## src/mrs_pkg.sv

```systemverilog
package mrs_pkg;

   localparam int DATA_W = 8;
   localparam int PAGE_W = 4;
   localparam int PROG_AW = 12;
   localparam int PROG_DW = 16;

   localparam logic [7:0] WORK_RST = 8'h00;
   localparam logic [7:0] BYTE_ZERO = 8'h00;
   localparam logic [7:0] BYTE_ONE = 8'h01;
   localparam logic [7:0] ALL_ONES = 8'hFF;
   localparam logic [7:0] TBH_RST = 8'h00;
   localparam logic FLAG_RST = 1'b0;
   localparam logic [PAGE_W-1:0] LAST_PAGE = 4'hF;
   localparam logic [PROG_AW-1:0] PADDR_RST = 12'h000;
   localparam int TBL_LOW_LSB = 0;
   localparam int TBL_HIGH_LSB = 8;

   typedef enum logic [4:0] {
      op_rol_m = 5'h00,
      op_rol_w = 5'h01,
      op_rolc_m = 5'h02,
      op_rolc_w = 5'h03,
      op_ror_m = 5'h04,
      op_ror_w = 5'h05,
      op_rorc_m = 5'h06,
      op_rorc_w = 5'h07,
      op_subb_w = 5'h08,
      op_subb_m = 5'h09,
      op_sub_w = 5'h0A,
      op_sub_m = 5'h0B,
      op_sub_i = 5'h0C,
      op_decsk_m = 5'h0D,
      op_decsk_w = 5'h0E,
      op_incsk_m = 5'h0F,
      op_incsk_w = 5'h10,
      op_bitone_sk = 5'h11,
      op_bitnil_sk = 5'h12,
      op_nil_sk_m = 5'h13,
      op_nil_sk_w = 5'h14,
      op_fill_m = 5'h15,
      op_bit_set_m = 5'h16,
      op_swap_m = 5'h17,
      op_swap_w = 5'h18,
      op_tbl_cur = 5'h19,
      op_tbl_last = 5'h1A,
      op_xor_w = 5'h1B,
      op_xor_m = 5'h1C,
      op_xor_i = 5'h1D
   } mrs_op_e;

   typedef enum logic [2:0] {
      rot_left = 3'b000,
      rot_left_c = 3'b001,
      rot_right = 3'b010,
      rot_right_c = 3'b011,
      rot_swap = 3'b100,
      rot_fill = 3'b101,
      rot_bit_set = 3'b110,
      rot_pass = 3'b111
   } mrs_rot_e;

   typedef enum logic [1:0] {
      st_idle = 2'b00,
      st_second = 2'b01,
      st_tbl_req = 2'b10,
      st_tbl_cap = 2'b11
   } mrs_state_e;

   typedef struct packed {
      mrs_state_e st;
      logic [7:0] work;
      logic c;
      logic z;
      logic ac;
      logic ov;
      logic [7:0] tbh;
      logic wr_en;
      logic [7:0] wr_data;
      logic rd_en;
      logic [PROG_AW-1:0] paddr;
      logic done;
      logic skip;
      logic dummy;
   } mrs_state_s;

   function automatic logic [7:0] bit_mask(input logic [2:0] sel);
      bit_mask = BYTE_ONE << sel;
   endfunction : bit_mask

endpackage : mrs_pkg

```

## src/mrs_dp_if.sv

```systemverilog
`timescale 1ns/1ps
interface mrs_dp_if;
   logic [7:0] opa;
   logic [7:0] opb;
   logic cin;
   logic use_cin;
   mrs_pkg::mrs_rot_e rot_sel;
   logic [2:0] bit_sel;
   logic [7:0] rot_res;
   logic rot_cout;
   logic [7:0] sub_res;
   logic sub_c;
   logic sub_ac;
   logic sub_ov;

   modport core (
      output opa, opb, cin, use_cin, rot_sel, bit_sel,
      input rot_res, rot_cout, sub_res, sub_c, sub_ac, sub_ov
   );
   modport rot (
      input opb, cin, rot_sel, bit_sel,
      output rot_res, rot_cout
   );
   modport sub (
      input opa, opb, cin, use_cin,
      output sub_res, sub_c, sub_ac, sub_ov
   );
endinterface : mrs_dp_if

```

## src/mrs_exec_core.sv

```systemverilog
`timescale 1ns/1ps
// How it works
// RQ1: rotate memory byte left, bit 7 into bit 0, flags kept.
// RQ2: rotate left through carry; old carry to bit 0, bit 7 to carry.
// RQ3: rotate memory byte right, bit 0 into bit 7, flags kept.
// RQ4: rotate right through carry; old carry to bit 7, bit 0 to carry.
// RQ5: work forms write work register only, memory untouched, same flags.
// RQ6: subtract with borrow: work minus byte minus inverted carry, four flags.
// RQ7: carry cleared on negative result, set on zero or positive.
// RQ8: plain subtract of byte or immediate, to work or memory, four flags.
// RQ9: decrement, write memory or work, skip on zero, no flags.
// RQ10: increment, write memory or work, skip on zero, no flags.
// RQ11: skip instructions last two cycles; dummy slot when skip taken.
// RQ12: skip next when selected bit is one, nothing modified.
// RQ13: skip next when selected bit is zero, no flags.
// RQ14: byte written back unchanged, skip when zero, no flags.
// RQ15: byte copied to work register, skip when zero, no flags.
// RQ16: fill byte with ones or set one bit, no flags.
// RQ17: swap nibbles in place or into work register, no flags.
// RQ18: table read by high and low pointer, low byte to memory.
// RQ19: last page table read by low pointer only, high byte held.
// RQ20: xor with byte or immediate, to work or memory, zero flag only.
// RQ21: zero flag means zero result; usual nibble borrow and overflow.
module mrs_exec_core (
   input wire logic clk_sys_in,
   input wire logic rst_in,
   input wire logic op_valid_in,
   input wire mrs_pkg::mrs_op_e op_code_in,
   input wire logic [2:0] bit_sel_in,
   input wire logic [7:0] imm_in,
   input wire logic [7:0] mem_rd_data_in,
   input wire logic [7:0] table_low_pointer_in,
   input wire logic [3:0] table_high_pointer_in,
   input wire logic has_high_pointer_in,
   input wire logic [3:0] cur_page_in,
   input wire logic [15:0] prog_data_in,
   output logic op_ready_out,
   output logic done_out,
   output logic skip_taken_out,
   output logic dummy_slot_out,
   output logic [7:0] work_register_out,
   output logic borrow_out_flag_out,
   output logic null_result_flag_out,
   output logic nibble_borrow_flag_out,
   output logic signed_wrap_flag_out,
   output logic [7:0] table_high_byte_reg_out,
   output logic mem_wr_en_out,
   output logic [7:0] mem_wr_data_out,
   output logic prog_rd_en_out,
   output logic [11:0] prog_addr_out
);

   mrs_pkg::mrs_state_s cur_ff;
   mrs_pkg::mrs_state_s nxt_st;
   mrs_dp_if dp ();

   logic [7:0] inc_val;
   logic [7:0] dec_val;
   logic [7:0] xor_val;
   logic [7:0] sel_bit;
   logic use_imm;

   mrs_rotate_unit u_rot (
      .dp (dp.rot)
   );

   mrs_sub_unit u_sub (
      .dp (dp.sub)
   );

   // immediate forms take their operand from imm_in
   assign use_imm = (op_code_in == mrs_pkg::op_sub_i) ||
                    (op_code_in == mrs_pkg::op_xor_i);

   assign dp.opa = cur_ff.work;
   assign dp.opb = use_imm ? imm_in : mem_rd_data_in;
   assign dp.cin = cur_ff.c;
   assign dp.bit_sel = bit_sel_in;
   // RQ6: only the borrow forms feed the carry in
   assign dp.use_cin = (op_code_in == mrs_pkg::op_subb_w) ||
                       (op_code_in == mrs_pkg::op_subb_m);

   assign inc_val = mem_rd_data_in + mrs_pkg::BYTE_ONE;
   assign dec_val = mem_rd_data_in - mrs_pkg::BYTE_ONE;
   assign xor_val = cur_ff.work ^ dp.opb;
   assign sel_bit = mem_rd_data_in & mrs_pkg::bit_mask(bit_sel_in);

   always_comb
   begin
      case (op_code_in)
         mrs_pkg::op_rol_m,
         mrs_pkg::op_rol_w: dp.rot_sel = mrs_pkg::rot_left;
         mrs_pkg::op_rolc_m,
         mrs_pkg::op_rolc_w: dp.rot_sel = mrs_pkg::rot_left_c;
         mrs_pkg::op_ror_m,
         mrs_pkg::op_ror_w: dp.rot_sel = mrs_pkg::rot_right;
         mrs_pkg::op_rorc_m,
         mrs_pkg::op_rorc_w: dp.rot_sel = mrs_pkg::rot_right_c;
         mrs_pkg::op_swap_m,
         mrs_pkg::op_swap_w: dp.rot_sel = mrs_pkg::rot_swap;
         mrs_pkg::op_fill_m: dp.rot_sel = mrs_pkg::rot_fill;
         mrs_pkg::op_bit_set_m: dp.rot_sel = mrs_pkg::rot_bit_set;
         default: dp.rot_sel = mrs_pkg::rot_pass;
      endcase
   end

   always_comb
   begin
      nxt_st = cur_ff;
      nxt_st.done = 1'b0;
      nxt_st.wr_en = 1'b0;
      nxt_st.rd_en = 1'b0;
      nxt_st.dummy = 1'b0;
      case (cur_ff.st)
         mrs_pkg::st_idle:
         begin
            if (op_valid_in)
            begin
               nxt_st.done = 1'b1;
               nxt_st.skip = 1'b0;
               case (op_code_in)
                  // RQ1: memory rotate, flags untouched
                  mrs_pkg::op_rol_m,
                  mrs_pkg::op_ror_m:
                  begin
                     nxt_st.wr_en = 1'b1;
                     nxt_st.wr_data = dp.rot_res;
                  end
                  // RQ2: carry takes the bit shifted out
                  mrs_pkg::op_rolc_m,
                  mrs_pkg::op_rorc_m:
                  begin
                     nxt_st.wr_en = 1'b1;
                     nxt_st.wr_data = dp.rot_res;
                     nxt_st.c = dp.rot_cout;
                  end
                  // RQ5: work forms leave memory alone
                  mrs_pkg::op_rol_w,
                  mrs_pkg::op_ror_w:
                  begin
                     nxt_st.work = dp.rot_res;
                  end
                  // RQ5: work forms with carry
                  mrs_pkg::op_rolc_w,
                  mrs_pkg::op_rorc_w:
                  begin
                     nxt_st.work = dp.rot_res;
                     nxt_st.c = dp.rot_cout;
                  end
                  // RQ8: subtract into work register
                  mrs_pkg::op_subb_w,
                  mrs_pkg::op_sub_w,
                  mrs_pkg::op_sub_i:
                  begin
                     nxt_st.work = dp.sub_res;
                     nxt_st.c = dp.sub_c;
                     nxt_st.ac = dp.sub_ac;
                     nxt_st.ov = dp.sub_ov;
                     nxt_st.z = (dp.sub_res == mrs_pkg::BYTE_ZERO);
                  end
                  // RQ6: subtract back into memory
                  mrs_pkg::op_subb_m,
                  mrs_pkg::op_sub_m:
                  begin
                     nxt_st.wr_en = 1'b1;
                     nxt_st.wr_data = dp.sub_res;
                     nxt_st.c = dp.sub_c;
                     nxt_st.ac = dp.sub_ac;
                     nxt_st.ov = dp.sub_ov;
                     nxt_st.z = (dp.sub_res == mrs_pkg::BYTE_ZERO);
                  end
                  // RQ9: decrement to memory, skip on zero
                  mrs_pkg::op_decsk_m:
                  begin
                     nxt_st.wr_en = 1'b1;
                     nxt_st.wr_data = dec_val;
                     nxt_st.skip = (dec_val == mrs_pkg::BYTE_ZERO);
                  end
                  // RQ9: decrement to work only
                  mrs_pkg::op_decsk_w:
                  begin
                     nxt_st.work = dec_val;
                     nxt_st.skip = (dec_val == mrs_pkg::BYTE_ZERO);
                  end
                  // RQ10: increment to memory, skip on zero
                  mrs_pkg::op_incsk_m:
                  begin
                     nxt_st.wr_en = 1'b1;
                     nxt_st.wr_data = inc_val;
                     nxt_st.skip = (inc_val == mrs_pkg::BYTE_ZERO);
                  end
                  // RQ10: increment to work only
                  mrs_pkg::op_incsk_w:
                  begin
                     nxt_st.work = inc_val;
                     nxt_st.skip = (inc_val == mrs_pkg::BYTE_ZERO);
                  end
                  // RQ12: skip when the bit is one
                  mrs_pkg::op_bitone_sk:
                  begin
                     nxt_st.skip = |sel_bit;
                  end
                  // RQ13: skip when the bit is zero
                  mrs_pkg::op_bitnil_sk:
                  begin
                     nxt_st.skip = ~|sel_bit;
                  end
                  // RQ14: same value written back
                  mrs_pkg::op_nil_sk_m:
                  begin
                     nxt_st.wr_en = 1'b1;
                     nxt_st.wr_data = mem_rd_data_in;
                     nxt_st.skip = (mem_rd_data_in == mrs_pkg::BYTE_ZERO);
                  end
                  // RQ15: copy into work, test it
                  mrs_pkg::op_nil_sk_w:
                  begin
                     nxt_st.work = mem_rd_data_in;
                     nxt_st.skip = (mem_rd_data_in == mrs_pkg::BYTE_ZERO);
                  end
                  // RQ16: fill or single bit set
                  mrs_pkg::op_fill_m,
                  mrs_pkg::op_bit_set_m:
                  begin
                     nxt_st.wr_en = 1'b1;
                     nxt_st.wr_data = dp.rot_res;
                  end
                  // RQ17: swap in place
                  mrs_pkg::op_swap_m:
                  begin
                     nxt_st.wr_en = 1'b1;
                     nxt_st.wr_data = dp.rot_res;
                  end
                  // RQ17: swap into work
                  mrs_pkg::op_swap_w:
                  begin
                     nxt_st.work = dp.rot_res;
                  end
                  // RQ18: pointer pair, or current page
                  mrs_pkg::op_tbl_cur:
                  begin
                     nxt_st.done = 1'b0;
                     nxt_st.rd_en = 1'b1;
                     nxt_st.st = mrs_pkg::st_tbl_req;
                     if (has_high_pointer_in)
                     begin
                        nxt_st.paddr = {table_high_pointer_in, table_low_pointer_in};
                     end
                     else
                     begin
                        nxt_st.paddr = {cur_page_in, table_low_pointer_in};
                     end
                  end
                  // RQ19: fixed final page
                  mrs_pkg::op_tbl_last:
                  begin
                     nxt_st.done = 1'b0;
                     nxt_st.rd_en = 1'b1;
                     nxt_st.st = mrs_pkg::st_tbl_req;
                     nxt_st.paddr = {mrs_pkg::LAST_PAGE, table_low_pointer_in};
                  end
                  // RQ20: xor into work, zero flag only
                  mrs_pkg::op_xor_w,
                  mrs_pkg::op_xor_i:
                  begin
                     nxt_st.work = xor_val;
                     nxt_st.z = (xor_val == mrs_pkg::BYTE_ZERO);
                  end
                  // RQ20: xor into memory
                  mrs_pkg::op_xor_m:
                  begin
                     nxt_st.wr_en = 1'b1;
                     nxt_st.wr_data = xor_val;
                     nxt_st.z = (xor_val == mrs_pkg::BYTE_ZERO);
                  end
                  // unused codes complete with no effect
                  default:
                  begin
                     nxt_st.done = 1'b1;
                  end
               endcase
               // RQ11: every skip op takes a second cycle
               case (op_code_in)
                  mrs_pkg::op_decsk_m,
                  mrs_pkg::op_decsk_w,
                  mrs_pkg::op_incsk_m,
                  mrs_pkg::op_incsk_w,
                  mrs_pkg::op_bitone_sk,
                  mrs_pkg::op_bitnil_sk,
                  mrs_pkg::op_nil_sk_m,
                  mrs_pkg::op_nil_sk_w:
                  begin
                     nxt_st.done = 1'b0;
                     nxt_st.st = mrs_pkg::st_second;
                     nxt_st.dummy = nxt_st.skip;
                  end
                  default:
                  begin
                     nxt_st.st = nxt_st.st;
                  end
               endcase
            end
         end
         // RQ11: second cycle ends the op, dummy slot or not
         mrs_pkg::st_second:
         begin
            nxt_st.done = 1'b1;
            nxt_st.st = mrs_pkg::st_idle;
         end
         // program memory samples the strobe here
         mrs_pkg::st_tbl_req:
         begin
            nxt_st.st = mrs_pkg::st_tbl_cap;
         end
         // RQ18: low byte to memory, high byte held
         mrs_pkg::st_tbl_cap:
         begin
            nxt_st.wr_en = 1'b1;
            nxt_st.wr_data = prog_data_in[mrs_pkg::TBL_LOW_LSB +: mrs_pkg::DATA_W];
            nxt_st.tbh = prog_data_in[mrs_pkg::TBL_HIGH_LSB +: mrs_pkg::DATA_W];
            nxt_st.done = 1'b1;
            nxt_st.st = mrs_pkg::st_idle;
         end
         default:
         begin
            nxt_st.st = mrs_pkg::st_idle;
         end
      endcase
   end

   always_ff @(posedge clk_sys_in)
   begin
      if (rst_in)
      begin
         cur_ff.st <= mrs_pkg::st_idle;
         cur_ff.work <= mrs_pkg::WORK_RST;
         cur_ff.c <= mrs_pkg::FLAG_RST;
         cur_ff.z <= mrs_pkg::FLAG_RST;
         cur_ff.ac <= mrs_pkg::FLAG_RST;
         cur_ff.ov <= mrs_pkg::FLAG_RST;
         cur_ff.tbh <= mrs_pkg::TBH_RST;
         cur_ff.wr_en <= 1'b0;
         cur_ff.wr_data <= mrs_pkg::BYTE_ZERO;
         cur_ff.rd_en <= 1'b0;
         cur_ff.paddr <= mrs_pkg::PADDR_RST;
         cur_ff.done <= 1'b0;
         cur_ff.skip <= 1'b0;
         cur_ff.dummy <= 1'b0;
      end
      else
      begin
         cur_ff <= nxt_st;
      end
   end

   // handshake is combinational; a new op may follow every done
   assign op_ready_out = (cur_ff.st == mrs_pkg::st_idle);
   assign done_out = cur_ff.done;
   assign skip_taken_out = cur_ff.skip;
   assign dummy_slot_out = cur_ff.dummy;
   assign work_register_out = cur_ff.work;
   assign borrow_out_flag_out = cur_ff.c;
   assign null_result_flag_out = cur_ff.z;
   assign nibble_borrow_flag_out = cur_ff.ac;
   assign signed_wrap_flag_out = cur_ff.ov;
   assign table_high_byte_reg_out = cur_ff.tbh;
   assign mem_wr_en_out = cur_ff.wr_en;
   assign mem_wr_data_out = cur_ff.wr_data;
   assign prog_rd_en_out = cur_ff.rd_en;
   assign prog_addr_out = cur_ff.paddr;

endmodule : mrs_exec_core

```

## src/mrs_rotate_unit.sv

```systemverilog
`timescale 1ns/1ps
module mrs_rotate_unit (
   mrs_dp_if.rot dp
);
   always_comb
   begin
      dp.rot_cout = dp.cin;
      case (dp.rot_sel)
         // RQ1: plain left rotate
         mrs_pkg::rot_left: dp.rot_res = {dp.opb[6:0], dp.opb[7]};
         mrs_pkg::rot_left_c:
         begin
            // RQ2: carry in low, bit 7 out
            dp.rot_res = {dp.opb[6:0], dp.cin};
            dp.rot_cout = dp.opb[7];
         end
         // RQ3: plain right rotate
         mrs_pkg::rot_right: dp.rot_res = {dp.opb[0], dp.opb[7:1]};
         mrs_pkg::rot_right_c:
         begin
            // RQ4: carry in high, bit 0 out
            dp.rot_res = {dp.cin, dp.opb[7:1]};
            dp.rot_cout = dp.opb[0];
         end
         // RQ17: nibble exchange
         mrs_pkg::rot_swap: dp.rot_res = {dp.opb[3:0], dp.opb[7:4]};
         // RQ16: whole byte to ones
         mrs_pkg::rot_fill: dp.rot_res = mrs_pkg::ALL_ONES;
         // RQ16: single bit forced
         mrs_pkg::rot_bit_set: dp.rot_res = dp.opb | mrs_pkg::bit_mask(dp.bit_sel);
         default: dp.rot_res = dp.opb;
      endcase
   end
endmodule : mrs_rotate_unit

```

## src/mrs_sub_unit.sv

```systemverilog
`timescale 1ns/1ps
module mrs_sub_unit (
   mrs_dp_if.sub dp
);
   logic borrow;
   logic [8:0] full;
   logic [4:0] low;

   // RQ6: borrow is the inverted carry
   assign borrow = dp.use_cin & ~dp.cin;
   assign full = {1'b0, dp.opa} - {1'b0, dp.opb} - {8'h00, borrow};
   assign low = {1'b0, dp.opa[3:0]} - {1'b0, dp.opb[3:0]} - {4'h0, borrow};
   assign dp.sub_res = full[7:0];
   // RQ7: set when no borrow out
   assign dp.sub_c = ~full[8];
   // RQ21: nibble and overflow flags
   assign dp.sub_ac = ~low[4];
   assign dp.sub_ov = (dp.opa[7] ^ dp.opb[7]) & (full[7] ^ dp.opa[7]);
endmodule : mrs_sub_unit

```

## config.mk

```make
export PLATFORM = sky130hd
export DESIGN_NAME = mrs_exec_core
export DESIGN_NICKNAME = d
export VERILOG_FILES = /design/src/mrs_pkg.sv /design/src/mrs_dp_if.sv /design/src/mrs_exec_core.sv /design/src/mrs_rotate_unit.sv /design/src/mrs_sub_unit.sv
export SDC_FILE = /design/constraint.sdc
export NUM_CORES = 1
export LEC_CHECK = 0
export CORE_MARGIN = 1.5
export CORE_UTILIZATION = 50
export CTS_CLUSTER_SIZE = 30
export DETAILED_ROUTE_END_ITERATION = 6
export DONT_BUFFER_PORTS = 1
export GPL_ROUTABILITY_DRIVEN = 0
export SETUP_SLACK_MARGIN = 0.05
export SLEW_MARGIN = 20
export SYNTH_ARGS = -nofsm -noshare
export SYNTH_HDL_FRONTEND = slang
export SYNTH_SLANG_ARGS = --single-unit
```

## constraint.sdc

```tcl
create_clock -name clk_sys_in -period 5.1 [get_ports clk_sys_in]
set_clock_uncertainty 0.1 [all_clocks]
set_input_delay 0.51 -clock clk_sys_in [delete_from_list [all_inputs] [get_ports clk_sys_in]]
set_output_delay 0.51 -clock clk_sys_in [all_outputs]
set_load 0.05 [all_outputs]
```

==> out/qor.yml, run 1 <==
min_path:
  hold_path_startpoint: "rst_in"
  worst_hold_path.endpoint: "prog_addr_out[3]$_SDFFE_PP0P_"
  timing.hold.worst.class: "primary input to flop"
  worst_hold_path_depth: 1
logic_synthesis:
  synth_area_per_cell_sq_um: 7.35
  postSynthRegisterBits: 47
  synthesis.yosys.warnings: 0
  ys_dominant_reg_cell: "sky130_fd_sc_hd__dfxtp_1"
  postSynthNetCount: 795
  synthArstFlopShare_pct: 0
  synth_seq_area_share_pct: 18.0
  number_of_enable_flip_flop_cells_after_synthesis: 0
  synthTopCellsByArea: "sky130_fd_sc_hd__dfxtp_1, sky130_fd_sc_hd__buf_4, sky130_fd_sc_hd__ha_1"
  synth_top_area_cell: "sky130_fd_sc_hd__dfxtp_1"
  synthesis.area_sq_um: 5240
  postSynthCellCount: 712
  synth.distinct_cells: 88
  synthDominantCellAreaShare_pct: 18.0
drt:
  first_iter_violations: 910
  detail_route.wl_per_cell_um: 22.8
  drt_pass1_iterations: 7
  drt.antenna.violating_nets: 0
  routed-via-count: 5277
  via_per_inst: 6.86
  drt_wl_total_mm: 17.5
  drt_drc_violations_left: 4
timing:
  fmax_mhz: 276
  finalMaxSlewViolations: 0
  rsz0062_at_grt: "false"
  timing.final.hold_violations: 0
  post-route-min-period_ns: 3.62
  transition_time_at_the_pin_with_the_least_slew_margin_ns: 1.13
  finalSetupViolCount: 0
  timing.slew.headroom_pct: 23.0
  final_min_period_over_clock_period_pct: 71.1
  setup-tns-final_ns: 0
cts:
  clock_slew_at_reported_path_ffs_ns: 0.10
  clock_tree.root_cell: "sky130_fd_sc_hd__clkbuf_8"
  clock_latency_late_sink_ns: 0.31
  post_cts.repair.setup_buffers: 0
  tritoncts: "done"
  cts.hold.buffers_added: 0
  cts_buffers: 5
  ctsLongestPathBuffers: 2
  ctsResizeCount: 0
  clock_tree.htree_level_count: 2
  tritoncts_num_sinks: 47
grt:
  grt_start_max_net_pins: 46
  grtUsageTotal_pct: 30.6
  antenna_found_initial: 0
  grt_first_pass_wirelength_mm: 26.8
  grt.overflow.total: 0
  vias_in_the_first_global_route: 4731
power:
  power.share.combinational_pct: 36.5
  power-per-cell-area_nw_per_um2: 240
  vdd_ir_drop_max_mv: 0.136
  total_leakage_power_nw: 1.72
  clockPowerShare_pct: 24.2
  seq_power_share_pct: 39.3
  power.switching_mw: 0.494
  sw_frac_of_total_pct: 41.2
  cell_internal_pwr_mw: 0.704
floorplanning:
  die_extent_in_y_um: 105
  core_area_sq_um: 10200
  fp-row-count: 37
  initial_utilization_pct: 51.2
  top_level_ports: 106
  design.die.area_sq_um: 11100
  dieWidth_um: 105
layout:
  layout.filler_cells: 1016
  final_nets: 714
  most-common-layout-cells: "sky130_fd_sc_hd__nand2_1, sky130_fd_sc_hd__nor2_1, sky130_fd_sc_hd__dfxtp_1"
  post-route-util_pct: 48.8
  drive_gt1_share_pct: 5.70
  area_growth_syn_to_layout_pct: -4.59
  final_common_cell: "sky130_fd_sc_hd__nand2_1"
  final_area_sq_um: 4990
placement:
  placedInstanceArea_sq_um: 4870
  dp.final_hpwl_mm: 13.2
  place.port_buffers: 0
outcome:
  failing_checks: "design-rule violations"
  outcome: "finished with violations"
critical_path:
  critPathCaptureType: "flop"
  r2r_end: "borrow_out_flag_out$_SDFFE_PP0P_"
  required_ns: 5.22
  r2r_setup_slack_ns: 1.59
  startpoint_type: "primary input"
  r2r-start: "work_register_out[0]$_SDFFE_PP0P_"
  timing.critical_path.from: "op_code_in[1]"
  critical_path_peak_fanout: 37
  worst-endpoint-arrival_ns: 3.75
  worst_r2r_path_depth: 9
  crit_type: "primary input to flop"
job:
  maxCapViolations: 0
## how the worst max path moves through the flow
stage | endpoint | slack, ns | cells after the start
6_report | borrow_out_flag_out$_SDFFE_PP0P_ | 1.48 | 12
5_1_grt | borrow_out_flag_out$_SDFFE_PP0P_ | 1.25 | 12
4_1_cts | mem_wr_data_out[4]$_SDFFE_PP0P_ | 1.54 | 12
3_5_place_dp | mem_wr_data_out[4]$_SDFFE_PP0P_ | 1.22 | 12
3_3_place_gp | mem_wr_data_out[4]$_SDFFE_PP0P_ | 1.32 | 12
2_1_floorplan | signed_wrap_flag_out$_SDFFE_PP0P_ | 1.36 | 14
## layer usage
metal	wire length, um	vias up	track usage [%]
li1	-	2423	-
met1	7270	2473	42.0
met2	7750	332	48.3
met3	1970	49	6.74
met4	520	0	8.41
met5	0	-	0
## power groups by stage
stage	combinational, mW	clock, mW	sequential (mW)
final	0.437	0.290	0.471
after global routing	0.474	0.307	0.473
after CTS	0.423	0.296	0.471
after detailed placement	0.420	0	0.480
after global placement	0.417	0	0.480
after floorplan	0.439	0	0.416
## cell type report
type,count,area [sq um],area share [%]
Multi-Input combinational cell,539,3620,72.5
Sequential cell,47,941,18.8
Tap cell,136,170,3.41
Inverter,38,143,2.86
Clock buffer,5,68.8,1.38
Clock inverter,3,46.3,0.927
Antenna cell,1,2.50,0.0501
## critical path, cell delays in order
cell	delay [ns]
sky130_fd_sc_hd__nand3b_1	0.24
sky130_fd_sc_hd__o21ai_0	0.32
sky130_fd_sc_hd__and2_1	0.23
sky130_fd_sc_hd__inv_1	0.09
sky130_fd_sc_hd__fa_1	0.47
sky130_fd_sc_hd__fa_1	0.51
sky130_fd_sc_hd__a21bo_2	0.26
sky130_fd_sc_hd__a211oi_1	0.33
sky130_fd_sc_hd__a31oi_1	0.16
sky130_fd_sc_hd__xnor2_1	0.22
sky130_fd_sc_hd__nand3_1	0.11
sky130_fd_sc_hd__a311oi_1	0.29
## metrics by stage
step	hold WS (ns)	total power [mW]	worst slack, ns	cells
4_1_cts	0.150	1.19	1.54	768
5_1_grt	0.144	1.25	1.25	768
6_report	0.160	1.20	1.48	769
2_1_floorplan	0.337	0.854	1.36	712
3_3_place_gp	0.400	0.896	1.32	760
3_5_place_dp	0.419	0.900	1.22	760
## sequential cells by signal (all words and copies together) (netlist names)
| name | cells |
|---|---|
| mem_wr_en_out | 1 |
| cur_ff | 2 |
| signed_wrap_flag_out | 1 |
| nibble_borrow_flag_out | 1 |
| prog_rd_en_out | 1 |
| skip_taken_out | 1 |
| done_out | 1 |
| work_register_out | 8 |
| dummy_slot_out | 1 |
| null_result_flag_out | 1 |
| mem_wr_data_out | 8 |
| borrow_out_flag_out | 1 |
| table_high_byte_reg_out | 8 |
| prog_addr_out | 12 |
## synth_stat cells (4+ instances only)
cell                       number
sky130_fd_sc_hd__nand2_1       69
sky130_fd_sc_hd__nor2_1        51
sky130_fd_sc_hd__dfxtp_1       47
sky130_fd_sc_hd__a21oi_1       43
sky130_fd_sc_hd__buf_4         42
sky130_fd_sc_hd__inv_1         37
sky130_fd_sc_hd__nand3_1       36
sky130_fd_sc_hd__o21ai_0       31
sky130_fd_sc_hd__clkbuf_1      22
sky130_fd_sc_hd__ha_1          21
sky130_fd_sc_hd__nor3_1        20
sky130_fd_sc_hd__buf_2         17
sky130_fd_sc_hd__xnor2_1       15
sky130_fd_sc_hd__a31oi_1       14
sky130_fd_sc_hd__a211oi_1      13
sky130_fd_sc_hd__mux2i_1       12
sky130_fd_sc_hd__o22ai_1       11
sky130_fd_sc_hd__nand2b_1       9
sky130_fd_sc_hd__nand3b_1       9
sky130_fd_sc_hd__or3_1          9
sky130_fd_sc_hd__a221oi_1       8
sky130_fd_sc_hd__nor2b_1        8
sky130_fd_sc_hd__o211ai_1       8
sky130_fd_sc_hd__nand4_1        7
sky130_fd_sc_hd__o21a_1         7
sky130_fd_sc_hd__xor2_1         7
sky130_fd_sc_hd__a311oi_1       6
sky130_fd_sc_hd__and4b_1        6
sky130_fd_sc_hd__nor4_1         6
sky130_fd_sc_hd__a21o_1         5
sky130_fd_sc_hd__and2_1         5
sky130_fd_sc_hd__o21ai_1        5
sky130_fd_sc_hd__mux2_2         4
sky130_fd_sc_hd__nor3b_1        4
sky130_fd_sc_hd__nor4b_1        4
## cells by family after synthesis
| logic type | Yosys count | synth area share, % |
|---|---|---|
| AND/OR/NAND/NOR | 269 | 27.1 |
| AO/OA/AOI/OAI | 206 | 28.3 |
| buffers and inverters | 126 | 13.1 |
| flip-flops | 47 | 18.0 |
| XOR/XNOR | 24 | 4.30 |
| adder cells (fa/ha/maj) | 23 | 5.78 |
| multiplexers | 17 | 3.44 |
Power figures use the tool's default switching activity.
==> run 2: changes to the inputs <==
--- a/config.mk
+++ b/config.mk
@@ -11,6 +11,7 @@
 export DETAILED_ROUTE_END_ITERATION = 6
 export DONT_BUFFER_PORTS = 1
 export GPL_ROUTABILITY_DRIVEN = 0
+export PLACE_DENSITY = 0.68
 export SETUP_SLACK_MARGIN = 0.05
 export SLEW_MARGIN = 20
 export SYNTH_ARGS = -nofsm -noshare
==> constraint.sdc (replaced) <==
create_clock -name clk_sys_in -period 3.1 [get_ports clk_sys_in]
set_clock_uncertainty 0.1 [all_clocks]
set_input_delay 0.31 -clock clk_sys_in [delete_from_list [all_inputs] [get_ports clk_sys_in]]
set_output_delay 0.31 -clock clk_sys_in [all_outputs]
set_load 0.05 [all_outputs]
==> out/qor.yml, run 2 (synthesis gave the netlist of run 1 again) <==
outcome:
  outcome: "complete, no violations"
floorplanning:
  fp-row-count: 37  # unchanged
  dieWidth_um: 105  # unchanged
  design.die.area_sq_um: 11100  # unchanged
  core_area_sq_um: 10200  # unchanged
  top_level_ports: 106  # unchanged
  initial_utilization_pct: 51.2  # unchanged
  die_extent_in_y_um: 105  # unchanged
critical_path:
  timing.critical_path.from: "borrow_out_flag_out$_SDFFE_PP0P_"
  worst-endpoint-arrival_ns: 3.07  # -0.68 ns
  required_ns: 3.22  # -2.00 ns
  worst_path_dominant_cell_family: "simple AND/OR/NAND/NOR gates"
  critPathCaptureType: "flop"
  critical_path_cell_sequence: "nor4b_4 -> fa_2 -> inv_1 -> ha_1 -> and2_4 -> o2111a_1 -> or3_4 -> nand2_1 -> o22ai_1 -> a311oi_1"
  critical_path_peak_fanout: 3  # -92%
  critical_path.n_buffers_inverters: 1  # unchanged
  startpoint_type: "flop"
  crit_path_max_incr_delay_ns: 0.37  # -0.14 ns
  timing.critical_path.slowest_stage_cell: "sky130_fd_sc_hd__dfxtp_1"
  crit_type: "flop to flop"
  r2r_setup_slack_ns: 0.15  # -1.44 ns
  r2r-start: "borrow_out_flag_out$_SDFFE_PP0P_"
job:
  maxCapViolations: 0  # unchanged
cts:
  clock_tree.root_cell: "sky130_fd_sc_hd__clkbuf_8"
  ctsLongestPathBuffers: 2  # unchanged
  tritoncts: "done"
  cts_buffers: 5  # unchanged
  clock_latency_late_sink_ns: 0.32  # about the same
  tritoncts_num_sinks: 47  # unchanged
  clock_slew_at_reported_path_ffs_ns: 0.10  # about the same
  clock_tree.htree_level_count: 2  # unchanged
grt:
  grt_first_pass_wirelength_mm: 28.4  # +6.1%
  grt.overflow.total: 0  # unchanged
  antenna_found_initial: 0  # unchanged
  grtUsageTotal_pct: 32.4  # +1.8 points
  vias_in_the_first_global_route: 5193  # +9.8%
  grt_start_max_net_pins: 44  # -4.3%
power:
  total_leakage_power_nw: 1.96  # +14%
  vdd_ir_drop_max_mv: 0.220  # +62%
  power-per-cell-area_nw_per_um2: 391  # +63%
  power_mw: 2.12  # +77%
timing:
  fmax_mhz: 339
  setup-tns-final_ns: 0  # unchanged
  fin_worst_hold_slack_ns: 0.0133  # -0.146 ns
  timing.final.ws_setup_ns: 0.151  # -1.32 ns
  finalSetupViolCount: 0  # unchanged
  post-route-min-period_ns: 2.95
  timing.slew.headroom_pct: 31.2  # +8.2 points
  finalMaxSlewViolations: 0  # unchanged
  final_min_period_over_clock_period_pct: 95.1
  rsz0062_at_grt: "false"
  transition_time_at_the_pin_with_the_least_slew_margin_ns: 1.01  # -0.121 ns
  timing.final.hold_violations: 0  # unchanged
drt:
  drt_wl_total_mm: 18.0  # +3.0%
  routed-via-count: 5572  # +5.6%
  drt_pass1_iterations: 6  # -1
  via_per_inst: 6.85  # -0.12%
  first_iter_violations: 795  # -13%
  drt_drc_violations_left: 0  # -4
  drt.antenna.violating_nets: 0  # unchanged
  detail_route.wl_per_cell_um: 22.2  # -2.6%
layout:
  post-route-util_pct: 52.9  # +4.1 points
  n_antenna_cell: 0  # -1
  most-common-layout-cells: "sky130_fd_sc_hd__nand2_1, sky130_fd_sc_hd__nor2_1, sky130_fd_sc_hd__dfxtp_1"
  area_growth_syn_to_layout_pct: 3.35
  largest_register_ff_count: 12  # unchanged
  final_nets: 759  # +6.3%
  drive_gt1_share_pct: 13.9  # +8.2 points
  final_common_cell: "sky130_fd_sc_hd__nand2_1"
placement:
  place.port_buffers: 0  # unchanged
  dp.final_hpwl_mm: 13.6  # +2.5%
  place_worst_setup_slack_ns: -0.100  # -1.32 ns
min_path:
  hold_path_startpoint: "table_low_pointer_in[1]"
  timing.hold.worst.class: "primary input to flop"
## run 2: changes by cell type in the layout (fill, tap and decap cells not counted), sizes merged
cell         previous run  this run
diode                   1         0
dlygate4sd3             0         1
buf                     0        44
## run 2: where the power goes
part | switching [mW] | leakage (nW) | internal, mW | total (mW)
clock network | 0.231 | 0.0548 | 0.243 | 0.474
logic | 0.536 | 1.52 | 0.379 | 0.915
registers | 0.0916 | 0.382 | 0.636 | 0.727
## run 2: final timing paths
check	endpoint	cells past startpoint
worst min register to register	cur_ff[46]$_SDFFE_PP0P_	2
worst max-delay path	work_register_out[7]$_SDFFE_PP0P_	10
worst min-delay path	prog_addr_out[1]$_SDFFE_PP0P_	2
worst max register to register	work_register_out[7]$_SDFFE_PP0P_	10
## run 2: per-layer routing
layer	wire, um	GRT usage [%]	part of all wire, %
met1	6910	40.8	38
met2	7870	50.4	44
met3	2260	8.91	13
met4	987	17.1	5.5
met5	0	0	0
## run 2: worst register-to-register path: stages, from the launching register on
cell                       delay (ns)
sky130_fd_sc_hd__dfxtp_1         0.37
sky130_fd_sc_hd__nor4b_4         0.36
sky130_fd_sc_hd__fa_2            0.29
sky130_fd_sc_hd__inv_1           0.05
sky130_fd_sc_hd__ha_1            0.26
sky130_fd_sc_hd__and2_4          0.16
sky130_fd_sc_hd__o2111a_1        0.29
sky130_fd_sc_hd__or3_4           0.36
sky130_fd_sc_hd__nand2_1         0.17
sky130_fd_sc_hd__o22ai_1         0.13
sky130_fd_sc_hd__a311oi_1        0.30
## run 2: through the flow
step	cell area [sq um]	cells
after floorplan	5330	712
after global placement	5260	803
after detailed placement	5260	803
after CTS	5400	813
after global routing	5410	813
final	5410	813
## run 2: layout make-up
cell class                      instances  area (sq um)
Multi-Input combinational cell        539          3690
Timing Repair Buffer                   45           353
Sequential cell                        47           941
Clock inverter                          3          46.3
Clock buffer                            5          68.8
Inverter                               38           143
Tap cell                              136           170
Fill cell                             983          4820
## run 2: what timing repair did
| item | in CTS | in global routing |
|---|---|---|
| buffers inserted | 0 | 0 |
| endpoints found under the setup margin | 0 | 4 |
| endpoints found under the hold margin | 41 | 0 |
| hold buffers | 2 | 0 |
| resized for setup | 0 | 3 |
